## src/rtl/spi_config_regs.vh

```
// Register offsets, field positions, reset values and timing counts of the configuration bank
`ifndef SPI_CONFIG_REGS_VH
`define SPI_CONFIG_REGS_VH

// Register offsets on the serial port (byte addresses, 15-bit)
`define OFS_INTERFACE_CONFIG   15'h0000
`define OFS_DEVICE_OPER_CONFIG 15'h0002
`define OFS_MAKER_ID_LOW       15'h000c
`define OFS_MAKER_ID_HIGH      15'h000d
`define OFS_USER_SERIAL_CONFIG 15'h0010

// Field positions
`define BIT_SOFT_RESET         7
`define BIT_ASCEND             5
`define BIT_SEPARATE_OUTPUT    4
`define BIT_ADDR_HOLD          0
`define FLD_MODE_MSB           1
`define FLD_MODE_LSB           0

// Reset values
`define RST_INTERFACE_CONFIG   8'h30
`define RST_DEVICE_OPER_CONFIG 8'h00
`define RST_USER_SERIAL_CONFIG 8'h00

// Operating mode encodings
`define MODE_NORMAL            2'h0
`define MODE_POWER_DOWN        2'h3

// Timing: whole-chip reset window
`define CLK_PERIOD_NS          10
`define SOFT_RESET_NS          750
`define SOFT_RESET_CYCLES      7'h4b  // 750 ns at a 10 ns clock, sized for the window counter

// Serial frame: one direction bit plus a 15-bit address
`define HDR_LAST_BIT           4'hf

`endif

```

## src/rtl/pin_synchronizer.v

```verilog
// Three-stage pin synchroniser with agreement filter, one stage set per bit
`timescale 1ns/1ps

module pin_synchronizer #(
  parameter WIDTH = 3
) (
  // Clock and reset
  input  wire             core_clk,
  input  wire             rst,
  // Pins and filtered result
  input  wire [WIDTH-1:0] pinIn,
  output wire [WIDTH-1:0] pinStable
);

  ////////////////////////////////////////////////////////////////////////////
  genvar i;
  generate
    for (i = 0; i < WIDTH; i = i + 1) begin : gBit
      reg stage1;
      reg stage2;
      reg stage3;
      reg stableBit;
      // Stage 1 feeds only stage 2; a change counts once stages 2 and 3 agree
      always @(posedge core_clk) begin
        if (rst) begin
          stage1    <= 1'b1;
          stage2    <= 1'b1;
          stage3    <= 1'b1;
          stableBit <= 1'b1;
        end else begin
          stage1 <= pinIn[i];
          stage2 <= stage1;
          stage3 <= stage2;
          if (stage2 == stage3) begin
            stableBit <= stage3;
          end
        end
      end
      assign pinStable[i] = stableBit;
    end
  endgenerate

endmodule // pin_synchronizer

```

## src/rtl/spi_config_register_bank.v

```verilog
// Serial-port configuration register bank with soft reset, streaming and identification
`timescale 1ns/1ps
`include "spi_config_regs.vh"

module spi_config_register_bank #(
  parameter [15:0] MAKER_CODE = 16'h5a3c  // Arbitrary value
) (
  // Clock and reset
  input  wire       core_clk,
  input  wire       rst,
  // Serial host port pins
  input  wire       spiCsN,
  input  wire       spiSclk,
  input  wire       spiSdi,
  output reg        spiSdo,
  output reg        spiSdoEnN,
  // Configuration to the converter
  output reg        ascendMode,
  output reg        addrHold,
  output reg  [1:0] operatingMode,
  output reg        powerDown,
  output reg        chipReset
);

  localparam [6:0] RESET_CYCLES = `SOFT_RESET_CYCLES;

  ////////////////////////////////////////////////////////////////////////////
  // Pin synchronisation
  wire [2:0] pinStable;
  wire       csNS;
  wire       sclkS;
  wire       sdiS;

  pin_synchronizer #(
    .WIDTH (3)
  ) uPins (
    .core_clk  (core_clk),
    .rst       (rst),
    .pinIn     ({spiCsN, spiSclk, spiSdi}),
    .pinStable (pinStable)
  );

  assign csNS  = pinStable[2];
  assign sclkS = pinStable[1];
  assign sdiS  = pinStable[0];

  ////////////////////////////////////////////////////////////////////////////
  // State
  reg        sclkPrev;
  reg        hdrDone;
  reg        isRead;
  reg  [3:0] bitCnt;
  reg [14:0] hdrShift;
  reg [14:0] addr;
  reg  [6:0] dataShift;
  reg  [7:0] readShift;
  reg  [7:0] interfaceConfig;
  reg  [7:0] deviceOperConfig;
  reg  [7:0] userSerialConfig;
  reg        resetPending;
  reg  [6:0] resetCnt;

  wire       sclkRise;
  wire       sclkFall;
  wire [14:0] hdrAddr;
  wire [14:0] stepAddr;
  wire [7:0] wrByte;
  wire       softWrite;
  wire       resetActive;

  // Edge detection on the filtered serial clock, only inside a frame
  assign sclkRise = sclkS & ~sclkPrev & ~csNS;
  assign sclkFall = ~sclkS & sclkPrev & ~csNS;
  assign hdrAddr  = {hdrShift[13:0], sdiS};
  assign wrByte   = {dataShift, sdiS};

  // Next streaming address: hold, ascend or descend
  assign stepAddr = userSerialConfig[`BIT_ADDR_HOLD] ? addr :
                    interfaceConfig[`BIT_ASCEND] ? addr + 15'h0001 :
                    addr - 15'h0001;

  // Completed write of the soft reset bit in the interface register
  assign softWrite   = sclkRise & hdrDone & ~isRead & (bitCnt[2:0] == 3'h7) &
                       (addr == `OFS_INTERFACE_CONFIG) & wrByte[`BIT_SOFT_RESET];
  assign resetActive = resetCnt != 7'h00;

  ////////////////////////////////////////////////////////////////////////////
  // Read data mux
  function [7:0] readReg;
    input [14:0] a;
    begin
      if (a == `OFS_INTERFACE_CONFIG) begin
        // Soft reset bit reads back clear; output-line flag always one
        readReg = {1'b0, interfaceConfig[6], interfaceConfig[5], 1'b1,
                   interfaceConfig[3:0]};
      end else if (a == `OFS_DEVICE_OPER_CONFIG) begin
        readReg = deviceOperConfig;
      end else if (a == `OFS_MAKER_ID_LOW) begin
        readReg = MAKER_CODE[7:0];
      end else if (a == `OFS_MAKER_ID_HIGH) begin
        readReg = MAKER_CODE[15:8];
      end else if (a == `OFS_USER_SERIAL_CONFIG) begin
        readReg = userSerialConfig;
      end else begin
        readReg = 8'h00;
      end
    end
  endfunction

  ////////////////////////////////////////////////////////////////////////////
  // Serial frame engine
  always @(posedge core_clk) begin
    if (rst || resetActive) begin
      sclkPrev  <= 1'b0;
      hdrDone   <= 1'b0;
      isRead    <= 1'b0;
      bitCnt    <= 4'h0;
      hdrShift  <= 15'h0000;
      addr      <= 15'h0000;
      dataShift <= 7'h00;
      readShift <= 8'h00;
      spiSdo    <= 1'b0;
      spiSdoEnN <= 1'b1;
    end else begin
      sclkPrev  <= sclkS;
      spiSdoEnN <= ~(~csNS & hdrDone & isRead);
      if (csNS) begin
        // Frame idle: rearm for the next header
        hdrDone <= 1'b0;
        bitCnt  <= 4'h0;
      end else if (sclkRise && !hdrDone) begin
        hdrShift <= hdrAddr;
        bitCnt   <= bitCnt + 4'h1;
        if (bitCnt == `HDR_LAST_BIT) begin
          hdrDone   <= 1'b1;
          isRead    <= hdrShift[14];
          addr      <= hdrAddr;
          readShift <= readReg(hdrAddr);
          bitCnt    <= 4'h0;
        end
      end else if (sclkRise) begin
        dataShift <= wrByte[6:0];
        bitCnt    <= {1'b0, bitCnt[2:0] + 3'h1};
        if (bitCnt[2:0] == 3'h7) begin
          addr <= stepAddr;
          if (isRead) begin
            readShift <= readReg(stepAddr);
          end
        end
      end else if (sclkFall && hdrDone && isRead) begin
        // Read data leaves MSB first on the separate output line
        spiSdo    <= readShift[7];
        readShift <= {readShift[6:0], 1'b0};
      end
    end
  end

  ////////////////////////////////////////////////////////////////////////////
  // Register writes
  always @(posedge core_clk) begin
    if (rst || resetActive) begin
      interfaceConfig  <= `RST_INTERFACE_CONFIG;
      deviceOperConfig <= `RST_DEVICE_OPER_CONFIG;
      userSerialConfig <= `RST_USER_SERIAL_CONFIG;
    end else if (sclkRise && hdrDone && !isRead && bitCnt[2:0] == 3'h7) begin
      if (addr == `OFS_INTERFACE_CONFIG) begin
        // Soft reset bit is not stored; flag bit stays one
        interfaceConfig <= {1'b0, wrByte[6:5], 1'b1, wrByte[3:0]};
      end else if (addr == `OFS_DEVICE_OPER_CONFIG) begin
        deviceOperConfig <= wrByte;
      end else if (addr == `OFS_USER_SERIAL_CONFIG) begin
        userSerialConfig <= wrByte;
      end
    end
  end

  ////////////////////////////////////////////////////////////////////////////
  // Soft reset: armed by the write, fired at frame end, held for the window
  always @(posedge core_clk) begin
    if (rst) begin
      resetPending <= 1'b0;
      resetCnt     <= 7'h00;
      chipReset    <= 1'b0;
    end else begin
      if (softWrite) begin
        resetPending <= 1'b1;
      end else if (resetPending && csNS) begin
        resetPending <= 1'b0;
        resetCnt     <= RESET_CYCLES;
      end else if (resetActive) begin
        resetCnt <= resetCnt - 7'h01;
      end
      chipReset <= (resetPending && csNS && !softWrite) ||
                   (resetCnt > 7'h01);
    end
  end

  ////////////////////////////////////////////////////////////////////////////
  // Configuration outputs
  always @(posedge core_clk) begin
    if (rst) begin
      ascendMode    <= 1'b1;
      addrHold      <= 1'b0;
      operatingMode <= `MODE_NORMAL;
      powerDown     <= 1'b0;
    end else begin
      ascendMode    <= interfaceConfig[`BIT_ASCEND];
      addrHold      <= userSerialConfig[`BIT_ADDR_HOLD];
      operatingMode <= deviceOperConfig[`FLD_MODE_MSB:`FLD_MODE_LSB];
      powerDown     <= deviceOperConfig[`FLD_MODE_MSB:`FLD_MODE_LSB]
                       == `MODE_POWER_DOWN;
    end
  end

endmodule // spi_config_register_bank

```

## config.mk

```make
export PLATFORM = sky130hd
export DESIGN_NAME = spi_config_register_bank
export DESIGN_NICKNAME = d
export VERILOG_FILES = /design/src/rtl/pin_synchronizer.v /design/src/rtl/spi_config_register_bank.v
export VERILOG_INCLUDE_DIRS = /design/src /design/src/rtl
export SDC_FILE = /design/constraint.sdc
export NUM_CORES = 1
export LEC_CHECK = 0
export BUFFER_PORTS_ARGS = -buffer_cell sky130_fd_sc_hd__buf_2
export CAP_MARGIN = 10
export CORE_MARGIN = 2
export CORE_UTILIZATION = 30
export DETAILED_ROUTE_END_ITERATION = 8
export MAX_ROUTING_LAYER = met4
export PLACE_DENSITY_LB_ADDON = 0.12
export RECOVER_POWER = 25
export REMOVE_ABC_BUFFERS = 1
export SYNTH_ARGS = -nofsm -noshare
export SYNTH_HDL_FRONTEND = slang
export SYNTH_SLANG_ARGS = --single-unit
```

## constraint.sdc

```tcl
create_clock -name core_clk -period 3.54 [get_ports core_clk]
set_input_delay 0.885 -clock core_clk [delete_from_list [all_inputs] [get_ports core_clk]]
set_output_delay 0.885 -clock core_clk [all_outputs]
set_load 0.005 [all_outputs]
```

# ---- After elaboration in Yosys (flattened, before gate mapping)
# Cells that the tools add are included.
dict set report word_totals {
  inputBits 5
  reg_bits 102
  output_inout_bits 8
  elab_cells 141
}
dict set report op_classes {
  bitwise 21
  order_cmp 1
  eq_ne 19
  reduce_logical 34
  muxes 29
  n_addsub 5
}
# operator count
set ops {}
lappend ops {{$mux W8} 16}
lappend ops {{$mux W15} 6}
lappend ops {{$eq A15 B4 Y1 const B} 4}
lappend ops {{$eq A15 B2 Y1 const B} 3}
lappend ops {{$eq A15 B5 Y1 const B} 3}
lappend ops {{$logic_not A15 Y1} 3}
lappend ops {{$add A15 B1 Y15 const B} 1}
lappend ops {{$sub A15 B1 Y15 const B} 1}
lappend ops {{$mux W7} 2}
lappend ops {{$mux W4} 3}
lappend ops {{$reduce_and A4 Y1} 3}
lappend ops {{$and A1 B1 Y1} 11}
lappend ops {{$not A1 Y1} 10}
lappend ops {{$reduce_and A3 Y1} 3}
lappend ops {{$logic_and A1 B1 Y1} 8}
lappend ops {{$reduce_and A2 Y1} 4}
lappend ops {{$reduce_bool A2 Y1} 4}
lappend ops {{$gt A7 B1 Y1 const B} 1}
lappend ops {{$reduce_bool A7 Y1} 1}
lappend ops {{$sub A7 B1 Y7 const B} 1}
lappend ops {{$reduce_and A5 Y1} 1}
lappend ops {{$add A4 B1 Y4 const B} 1}
lappend ops {{$eq A4 B4 Y1 const B} 1}
lappend ops {{$add A3 B1 Y3 const B} 1}
lappend ops {{other kinds (11)} 17}

# ---- Depth between registers and ports, before layout
dict set report depth {
  depth_word 13
  ltp_mapped 12
  depth_no_buf 9
}

# ---- Cells and area by module
# A second synthesis with hierarchy kept.
dict set report hier_totals {
  cells_unflattened 634
  hier_area_um2 5196.2
}
# module n_inst cells_per_inst seq_area_each_um2 area_per_inst_um2
set by_module_without_submodules {}
lappend by_module_without_submodules {spi_config_register_bank 1 600 1801.7 4817.1}
lappend by_module_without_submodules {pin_synchronizer 1 34 240.2 379.1}

# ---- Worst setup path before layout
# No wires, ideal clock.
dict set report synth_path {
  path_kind {register -> register}
  startpoint {register interfaceConfig[5]}
  endpoint {register readShift[5]}
  arrival_ns 2.799
  stages_incl_launch_ff 12
  required_ns 3.461
  synth_period_minus_slack_ns 2.879
  path_buffers 2
  path_slack_ns 0.661
  setup_time_ns 0.079
  cell_sequence {dfxtp_1 > bufbuf_16 > inv_1 > ha_1 > buf_6 > and3_1 > a221o_2 > xnor2_2 > o2bb2ai_2 > nor4_4 > nand4_4 > a211oi_2}
}
dict set report synth_via {
  elab_chain_cells 12
  word_cells_on_any_way 18
  classes_between {eq/ne (4); mux (13); reduce/logical (1)}
}
# element line_no
set synth_rtl {}
lappend synth_rtl {{from (decl)} spi_config_register_bank.v:57} ;# reg [7:0] interfaceConfig;
lappend synth_rtl {{from (signal assigned)} spi_config_register_bank.v:162} ;# interfaceConfig <= `RST_INTERFACE_CONFIG;
lappend synth_rtl {{from (signal assigned)} spi_config_register_bank.v:168} ;# interfaceConfig <= {1'b0, wrByte[6:5], 1'b1, wrByte[3:0]};
lappend synth_rtl {{$mux W15} spi_config_register_bank.v:79} ;# interfaceConfig[`BIT_ASCEND] ? addr + 15'h0001 :
lappend synth_rtl {{$mux W15} spi_config_register_bank.v:78} ;# assign stepAddr = userSerialConfig[`BIT_ADDR_HOLD] ? addr :
lappend synth_rtl {{$eq A15 B5 Y1 (no source line)} -}
lappend synth_rtl {{$mux W8} spi_config_register_bank.v:102} ;# end else if (a == `OFS_USER_SERIAL_CONFIG) begin
lappend synth_rtl {{$mux W8} spi_config_register_bank.v:100} ;# end else if (a == `OFS_MAKER_ID_HIGH) begin
lappend synth_rtl {{$mux W8} spi_config_register_bank.v:98} ;# end else if (a == `OFS_MAKER_ID_LOW) begin
lappend synth_rtl {{$mux W8} spi_config_register_bank.v:96} ;# end else if (a == `OFS_DEVICE_OPER_CONFIG) begin
lappend synth_rtl {{$mux W8} spi_config_register_bank.v:92} ;# if (a == `OFS_INTERFACE_CONFIG) begin
lappend synth_rtl {{$mux W8} spi_config_register_bank.v:146} ;# if (isRead) begin
lappend synth_rtl {{$mux W8} spi_config_register_bank.v:144} ;# if (bitCnt[2:0] == 3'h7) begin
lappend synth_rtl {{$mux W8} spi_config_register_bank.v:141} ;# end else if (sclkRise) begin
lappend synth_rtl {{$mux W8 *} spi_config_register_bank.v:131} ;# end else if (sclkRise && !hdrDone) begin
lappend synth_rtl {{to (signal assigned)} spi_config_register_bank.v:138} ;# readShift <= readReg(hdrAddr);
lappend synth_rtl {{to (signal assigned)} spi_config_register_bank.v:147} ;# readShift <= readReg(stepAddr);
lappend synth_rtl {{to (signal assigned)} spi_config_register_bank.v:153} ;# readShift <= {readShift[6:0], 1'b0};
lappend synth_rtl {{to (decl)} spi_config_register_bank.v:56} ;# reg [7:0] readShift;
# Mark *: on every way between the ends. The rest lies on a longest branch, timed or not. The select of a mux whose other input is x is not followed.
# A chain may end at the register's enable or synchronous reset.

# ---- Worst setup path in the final report
dict set report layout_path {
  startpoint {register interfaceConfig[5]}
  endpoint {register readShift[1]}
}
dict set report layout_via {
  elab_chain_cells 12
  word_cells_on_any_way 16
  classes_between {eq/ne (4); mux (11); reduce/logical (1)}
}
# element line_no
set layout_rtl {}
lappend layout_rtl {{$mux W15 *} spi_config_register_bank.v:79}
lappend layout_rtl {{$mux W15 *} spi_config_register_bank.v:78}
lappend layout_rtl {{$eq A15 B5 Y1 (no source line)} -}
lappend layout_rtl {{$mux W8} spi_config_register_bank.v:102}
lappend layout_rtl {{$mux W8} spi_config_register_bank.v:100}
lappend layout_rtl {{$mux W8} spi_config_register_bank.v:98}
lappend layout_rtl {{$mux W8} spi_config_register_bank.v:96}
lappend layout_rtl {{$mux W8 *} spi_config_register_bank.v:92}
lappend layout_rtl {{$mux W8 *} spi_config_register_bank.v:146}
lappend layout_rtl {{$mux W8 *} spi_config_register_bank.v:144}
lappend layout_rtl {{$mux W8 *} spi_config_register_bank.v:141}
lappend layout_rtl {{$mux W8 *} spi_config_register_bank.v:131}
# Marked as above.

==> impl_results.html <==
<table>
<tr><th>Metric</th><th>Value</th></tr>
<tr><th colspan="2">Outcome</th></tr>
<tr><td>Status</td><td>finished, final reports clean</td></tr>
<tr><th colspan="2">Critical path</th></tr>
<tr><td>Setup Crit Path Kind</td><td>reg2reg</td></tr>
<tr><td>Critical Path Max Stage Delay</td><td>450 ps</td></tr>
<tr><td>CP Data Required Time</td><td>3810 ps</td></tr>
<tr><td>Master of the slowest instance on the critical path</td><td>sky130_fd_sc_hd__ha_1</td></tr>
<tr><td>Nature of the critical path endpoint</td><td>flip-flop</td></tr>
<tr><td>Setup crit start kind</td><td>flip-flop</td></tr>
<tr><td>Critical R2R Launch</td><td>interfaceConfig[5]$_SDFFE_PP1P_</td></tr>
<tr><td>Data arrival time at the worst-slack endpoint</td><td>3310 ps</td></tr>
<tr><td>Start point of the critical path</td><td>interfaceConfig[5]$_SDFFE_PP1P_</td></tr>
<tr><td>Maximum fanout along the worst path</td><td>12</td></tr>
<tr><td>Cells traversed along the worst timing path</td><td>inv_1, buf_4, ha_1, o211ai_1, o21a_1, o211ai_2, mux2_2, nor4_4, nand4_4, a211oi_2</td></tr>
<tr><th colspan="2">Finish</th></tr>
<tr><td>Area of combinational cells with multiple inputs</td><td>3590 sq um</td></tr>
<tr><td>Number of filler cells placed in the layout</td><td>2072</td></tr>
<tr><td>Diodes inserted</td><td>0</td></tr>
<tr><td>Final Net Count</td><td>725</td></tr>
<tr><td>Sequential cell area in the final layout</td><td>2040 sq um</td></tr>
<tr><td>Growth of design area from synthesis to finish</td><td>9.10%</td></tr>
<tr><td>Share of cells above drive strength 1</td><td>0.116</td></tr>
<tr><th colspan="2">Clock tree</th></tr>
<tr><td>CTS Root Cell</td><td>sky130_fd_sc_hd__clkbuf_16</td></tr>
<tr><td>Worst-Skew Late Latency</td><td>350 ps</td></tr>
<tr><td>Clock transition time at the flip-flop clock pins of the worst setup and hold paths</td><td>70 ps</td></tr>
<tr><td>CTS H-tree lvls</td><td>3</td></tr>
<tr><td>Post-CTS Setup Inserts</td><td>0</td></tr>
<tr><td>Maximum clock insertion buffer count</td><td>2</td></tr>
<tr><td>Sinks on Clock Net</td><td>102</td></tr>
<tr><td>Gates resized, CTS repair</td><td>0</td></tr>
<tr><td>Number of hold buffers added after cts</td><td>0</td></tr>
<tr><td>Total CTS buffers</td><td>9</td></tr>
<tr><td>Clock tree from TritonCTS</td><td>done</td></tr>
<tr><th colspan="2">Power and ir drop</th></tr>
<tr><td>Switch share</td><td>0.275</td></tr>
<tr><td>Sequential group share of total power</td><td>0.475</td></tr>
<tr><td>Part of the total power dissipated in the clock network</td><td>0.379</td></tr>
<tr><td>Overall Power</td><td>2600 uW</td></tr>
<tr><td>Int Pwr</td><td>1890 uW</td></tr>
<tr><td>Net switching power</td><td>716 uW</td></tr>
<tr><td>Comb pwr share</td><td>0.146</td></tr>
<tr><td>Static Leakage</td><td>0.00223 uW</td></tr>
<tr><td>Peak VDD IR</td><td>0.000314 V</td></tr>
<tr><td>Power Density</td><td>401 nW/um^2</td></tr>
<tr><th colspan="2">Drt</th></tr>
<tr><td>WL/cell</td><td>17.8 um</td></tr>
<tr><td>DRC errors left</td><td>0</td></tr>
<tr><td>First DRT Iteration DRCs</td><td>379</td></tr>
<tr><td>Post-DRT Antenna Nets</td><td>0</td></tr>
<tr><td>Vias per inst</td><td>5.40</td></tr>
<tr><td>Number of iterations in the first detailed-routing pass</td><td>5</td></tr>
<tr><td>Vias</td><td>5239</td></tr>
<tr><td>Final wirelength</td><td>17200 um</td></tr>
<tr><th colspan="2">Yosys</th></tr>
<tr><td>Total standard cell area after synthesis</td><td>5950 sq um</td></tr>
<tr><td>Mean cell area of the mapped netlist</td><td>8.42 sq um</td></tr>
<tr><td>Unique masters post-synth</td><td>84</td></tr>
<tr><td>Sequential-to-total area share from yosys stat</td><td>0.343</td></tr>
<tr><td>Top-area cell type share of the netlist area</td><td>0.343</td></tr>
<tr><td>Cell taking the most area after synthesis</td><td>sky130_fd_sc_hd__dfxtp_1</td></tr>
<tr><td>Number of synthesis warnings</td><td>0</td></tr>
<tr><td>Most used flip-flop cell after synthesis</td><td>sky130_fd_sc_hd__dfxtp_1</td></tr>
<tr><td>Synth Instances</td><td>707</td></tr>
<tr><td>Seq cells post-synth</td><td>102</td></tr>
<tr><td>Dominant cells by area after synthesis</td><td>sky130_fd_sc_hd__dfxtp_1 (34%), sky130_fd_sc_hd__nand2_1 (5.7%), sky130_fd_sc_hd__a21oi_1 (5.5%)</td></tr>
<tr><td>EDFF count, synth</td><td>0</td></tr>
<tr><td>Async S/R FF share, synth</td><td>0</td></tr>
<tr><th colspan="2">STA</th></tr>
<tr><td>Count of final hold-check violations</td><td>0</td></tr>
<tr><td>Count of pins over their slew limit</td><td>0</td></tr>
<tr><td>Worst slew margin</td><td>0.185</td></tr>
<tr><td>Worst path setup slack after routing</td><td>498 ps</td></tr>
<tr><td>Final count of negative-setup-slack endpoints</td><td>0</td></tr>
<tr><td>Maximum clock rate</td><td>0.329 GHz</td></tr>
<tr><td>Final total negative setup slack</td><td>0 ps</td></tr>
<tr><td>Tightest Pin Transition</td><td>1220 ps</td></tr>
<tr><td>Setup repair after global routing missed its margin</td><td>no</td></tr>
<tr><td>Maximum clock skew at final layout</td><td>11.8 ps</td></tr>
<tr><td>Post-layout minimum cycle time</td><td>3040 ps</td></tr>
<tr><td>Final worst-path cycle share</td><td>0.859</td></tr>
<tr><th colspan="2">GRT</th></tr>
<tr><td>Global-route congestion overflow total</td><td>0</td></tr>
<tr><td>Global-route wire length before repair</td><td>27800 um</td></tr>
<tr><td>Maximum number of pins on one net before global-route repair</td><td>37</td></tr>
<tr><td>Initial antenna violation count</td><td>0</td></tr>
<tr><td>Total GRT Usage</td><td>0.177</td></tr>
<tr><td>Via count of the first global-routing pass</td><td>5023</td></tr>
<tr><th colspan="2">Floorplanning</th></tr>
<tr><td>Initial core utilization</td><td>0.306</td></tr>
<tr><td>Io pins</td><td>13</td></tr>
<tr><td>Chip Width</td><td>145 um</td></tr>
<tr><td>Die span in y</td><td>145 um</td></tr>
<tr><td>Area enclosed by the die boundary</td><td>21000 sq um</td></tr>
<tr><td>Area of the placeable core</td><td>19500 sq um</td></tr>
<tr><td>Rows</td><td>51</td></tr>
<tr><th colspan="2">Place</th></tr>
<tr><td>Port buffer count</td><td>12</td></tr>
<tr><td>Post-DP HPWL</td><td>12700 um</td></tr>
<tr><td>Setup slack after placement</td><td>516 ps</td></tr>
<tr><td>Placer's final routability congestion estimate</td><td>0.931</td></tr>
<tr><th colspan="2">Min path</th></tr>
<tr><td>Worst min-delay path category</td><td>reg2reg</td></tr>
<tr><td>Hold Startpoint</td><td>uPins.gBit[0].stage1$_SDFF_PP1_</td></tr>
<tr><th colspan="2">Job</th></tr>
<tr><td>Max-cap violations</td><td>0</td></tr>
</table>
## per-layer routing
metal | GRT usage | routed length [um] | vias up
li1 | - | - | 2572
met1 | 0.241 | 8520 | 2526
met2 | 0.265 | 7650 | 113
met3 | 0.0362 | 693 | 28
met4 | 0.0547 | 374 | 0
met5 | - | 0 | -
## cell families (layout without fill, tap and decap cells)
logic type / after synthesis / after routing / synth area share
AND/OR/NAND/NOR: 283 / 283 / 0.257
AO/OA/AOI/OAI: 201 / 201 / 0.232
flip-flops: 102 / 102 / 0.343
buffers and inverters: 58 / 57 / 0.0544
multiplexers: 32 / 32 / 0.0544
adder cells (fa/ha/maj): 18 / 18 / 0.0391
XOR/XNOR: 13 / 13 / 0.0204
## synth_stat cells, drive strengths merged, types with 7 or more instances
master,instances
inv,12
a21oi,66
a211oi,12
nand3,20
nor4,9
xnor2,7
a31oi,8
or2,15
a221oi,8
o21a,7
mux2i,29
o211ai,7
buf,22
nor3b,7
and3,7
nand2,91
nor3,23
and4,7
clkbuf,23
ha,17
nor2b,8
nor2,62
and2,9
dfxtp,102
o21ai,41
## power by group through the flow
| stage | clock (uW) | combinational [uW] | sequential [uW] |
|---|---|---|---|
| final | 986 | 381 | 1240 |
| after global routing | 1060 | 441 | 1240 |
| after CTS | 1020 | 389 | 1240 |
| after detailed placement | 0 | 390 | 1260 |
| after global placement | 0 | 385 | 1260 |
| after floorplan | 0 | 267 | 1250 |
## cells in the final DEF, fill, tap and decap left out, types with 8 or more instances in the layout
cell                        instances
sky130_fd_sc_hd__nor2b_1            8
sky130_fd_sc_hd__nand3_1           20
sky130_fd_sc_hd__o21ai_0           34
sky130_fd_sc_hd__and2_1             8
sky130_fd_sc_hd__a21oi_1           65
sky130_fd_sc_hd__clkbuf_1           9
sky130_fd_sc_hd__ha_1              17
sky130_fd_sc_hd__inv_1             12
sky130_fd_sc_hd__nor2_1            61
sky130_fd_sc_hd__mux2i_1           29
sky130_fd_sc_hd__or2_2             13
sky130_fd_sc_hd__clkbuf_16          9
sky130_fd_sc_hd__dfxtp_1          102
sky130_fd_sc_hd__buf_4             16
sky130_fd_sc_hd__nand2_1           90
sky130_fd_sc_hd__nor3_1            21
## worst max-delay path: cells and delay by family, from the launching register on
family / cells / cell delay, ps
compound gates: 4 / 980
mux: 1 / 390
flops: 1 / 330
simple gates: 2 / 480
fa+ha+maj: 1 / 450
buf+inv: 2 / 310
## metrics by stage
step                      hold WS (ps)  instance area, sq um  utilization  cells
after floorplan                    389                  5670            -    661
after global placement             393                  6220        0.320    956
after detailed placement           396                  6220        0.320    956
after CTS                          418                  6510        0.334    971
after global routing               424                  6490        0.334    971
final                              415                  6490        0.334    971
## worst paths after layout
kind	end	depth (start not counted)	slack, ps
worst max-delay path	readShift[1]$_SDFFE_PP0P_	10	500
worst min-delay path	uPins.gBit[0].stage2$_SDFF_PP1_	1	410
worst max register to register	readShift[1]$_SDFFE_PP0P_	10	500
worst min register to register	uPins.gBit[0].stage2$_SDFF_PP1_	1	410
## registers in the layout, indices dropped and copies added (netlist names), 2 cells and up
name,cells
addr,15
bitCnt,4
dataShift,7
deviceOperConfig,8
hdrShift,15
interfaceConfig,6
operatingMode,2
readShift,8
resetCnt,7
uPins.gBit.stableBit,3
uPins.gBit.stage1,3
uPins.gBit.stage2,3
uPins.gBit.stage3,3
userSerialConfig,8
## final cells by class
cell class              count  area share
clock buffers              10      0.0353
inverters                  12     0.00694
well taps                 265      0.0511
multi-input cells         547       0.553
repair buffers             30      0.0301
clock inverters             5     0.00906
flip-flops and latches    102       0.314
(Power assumes the default switching activity.)
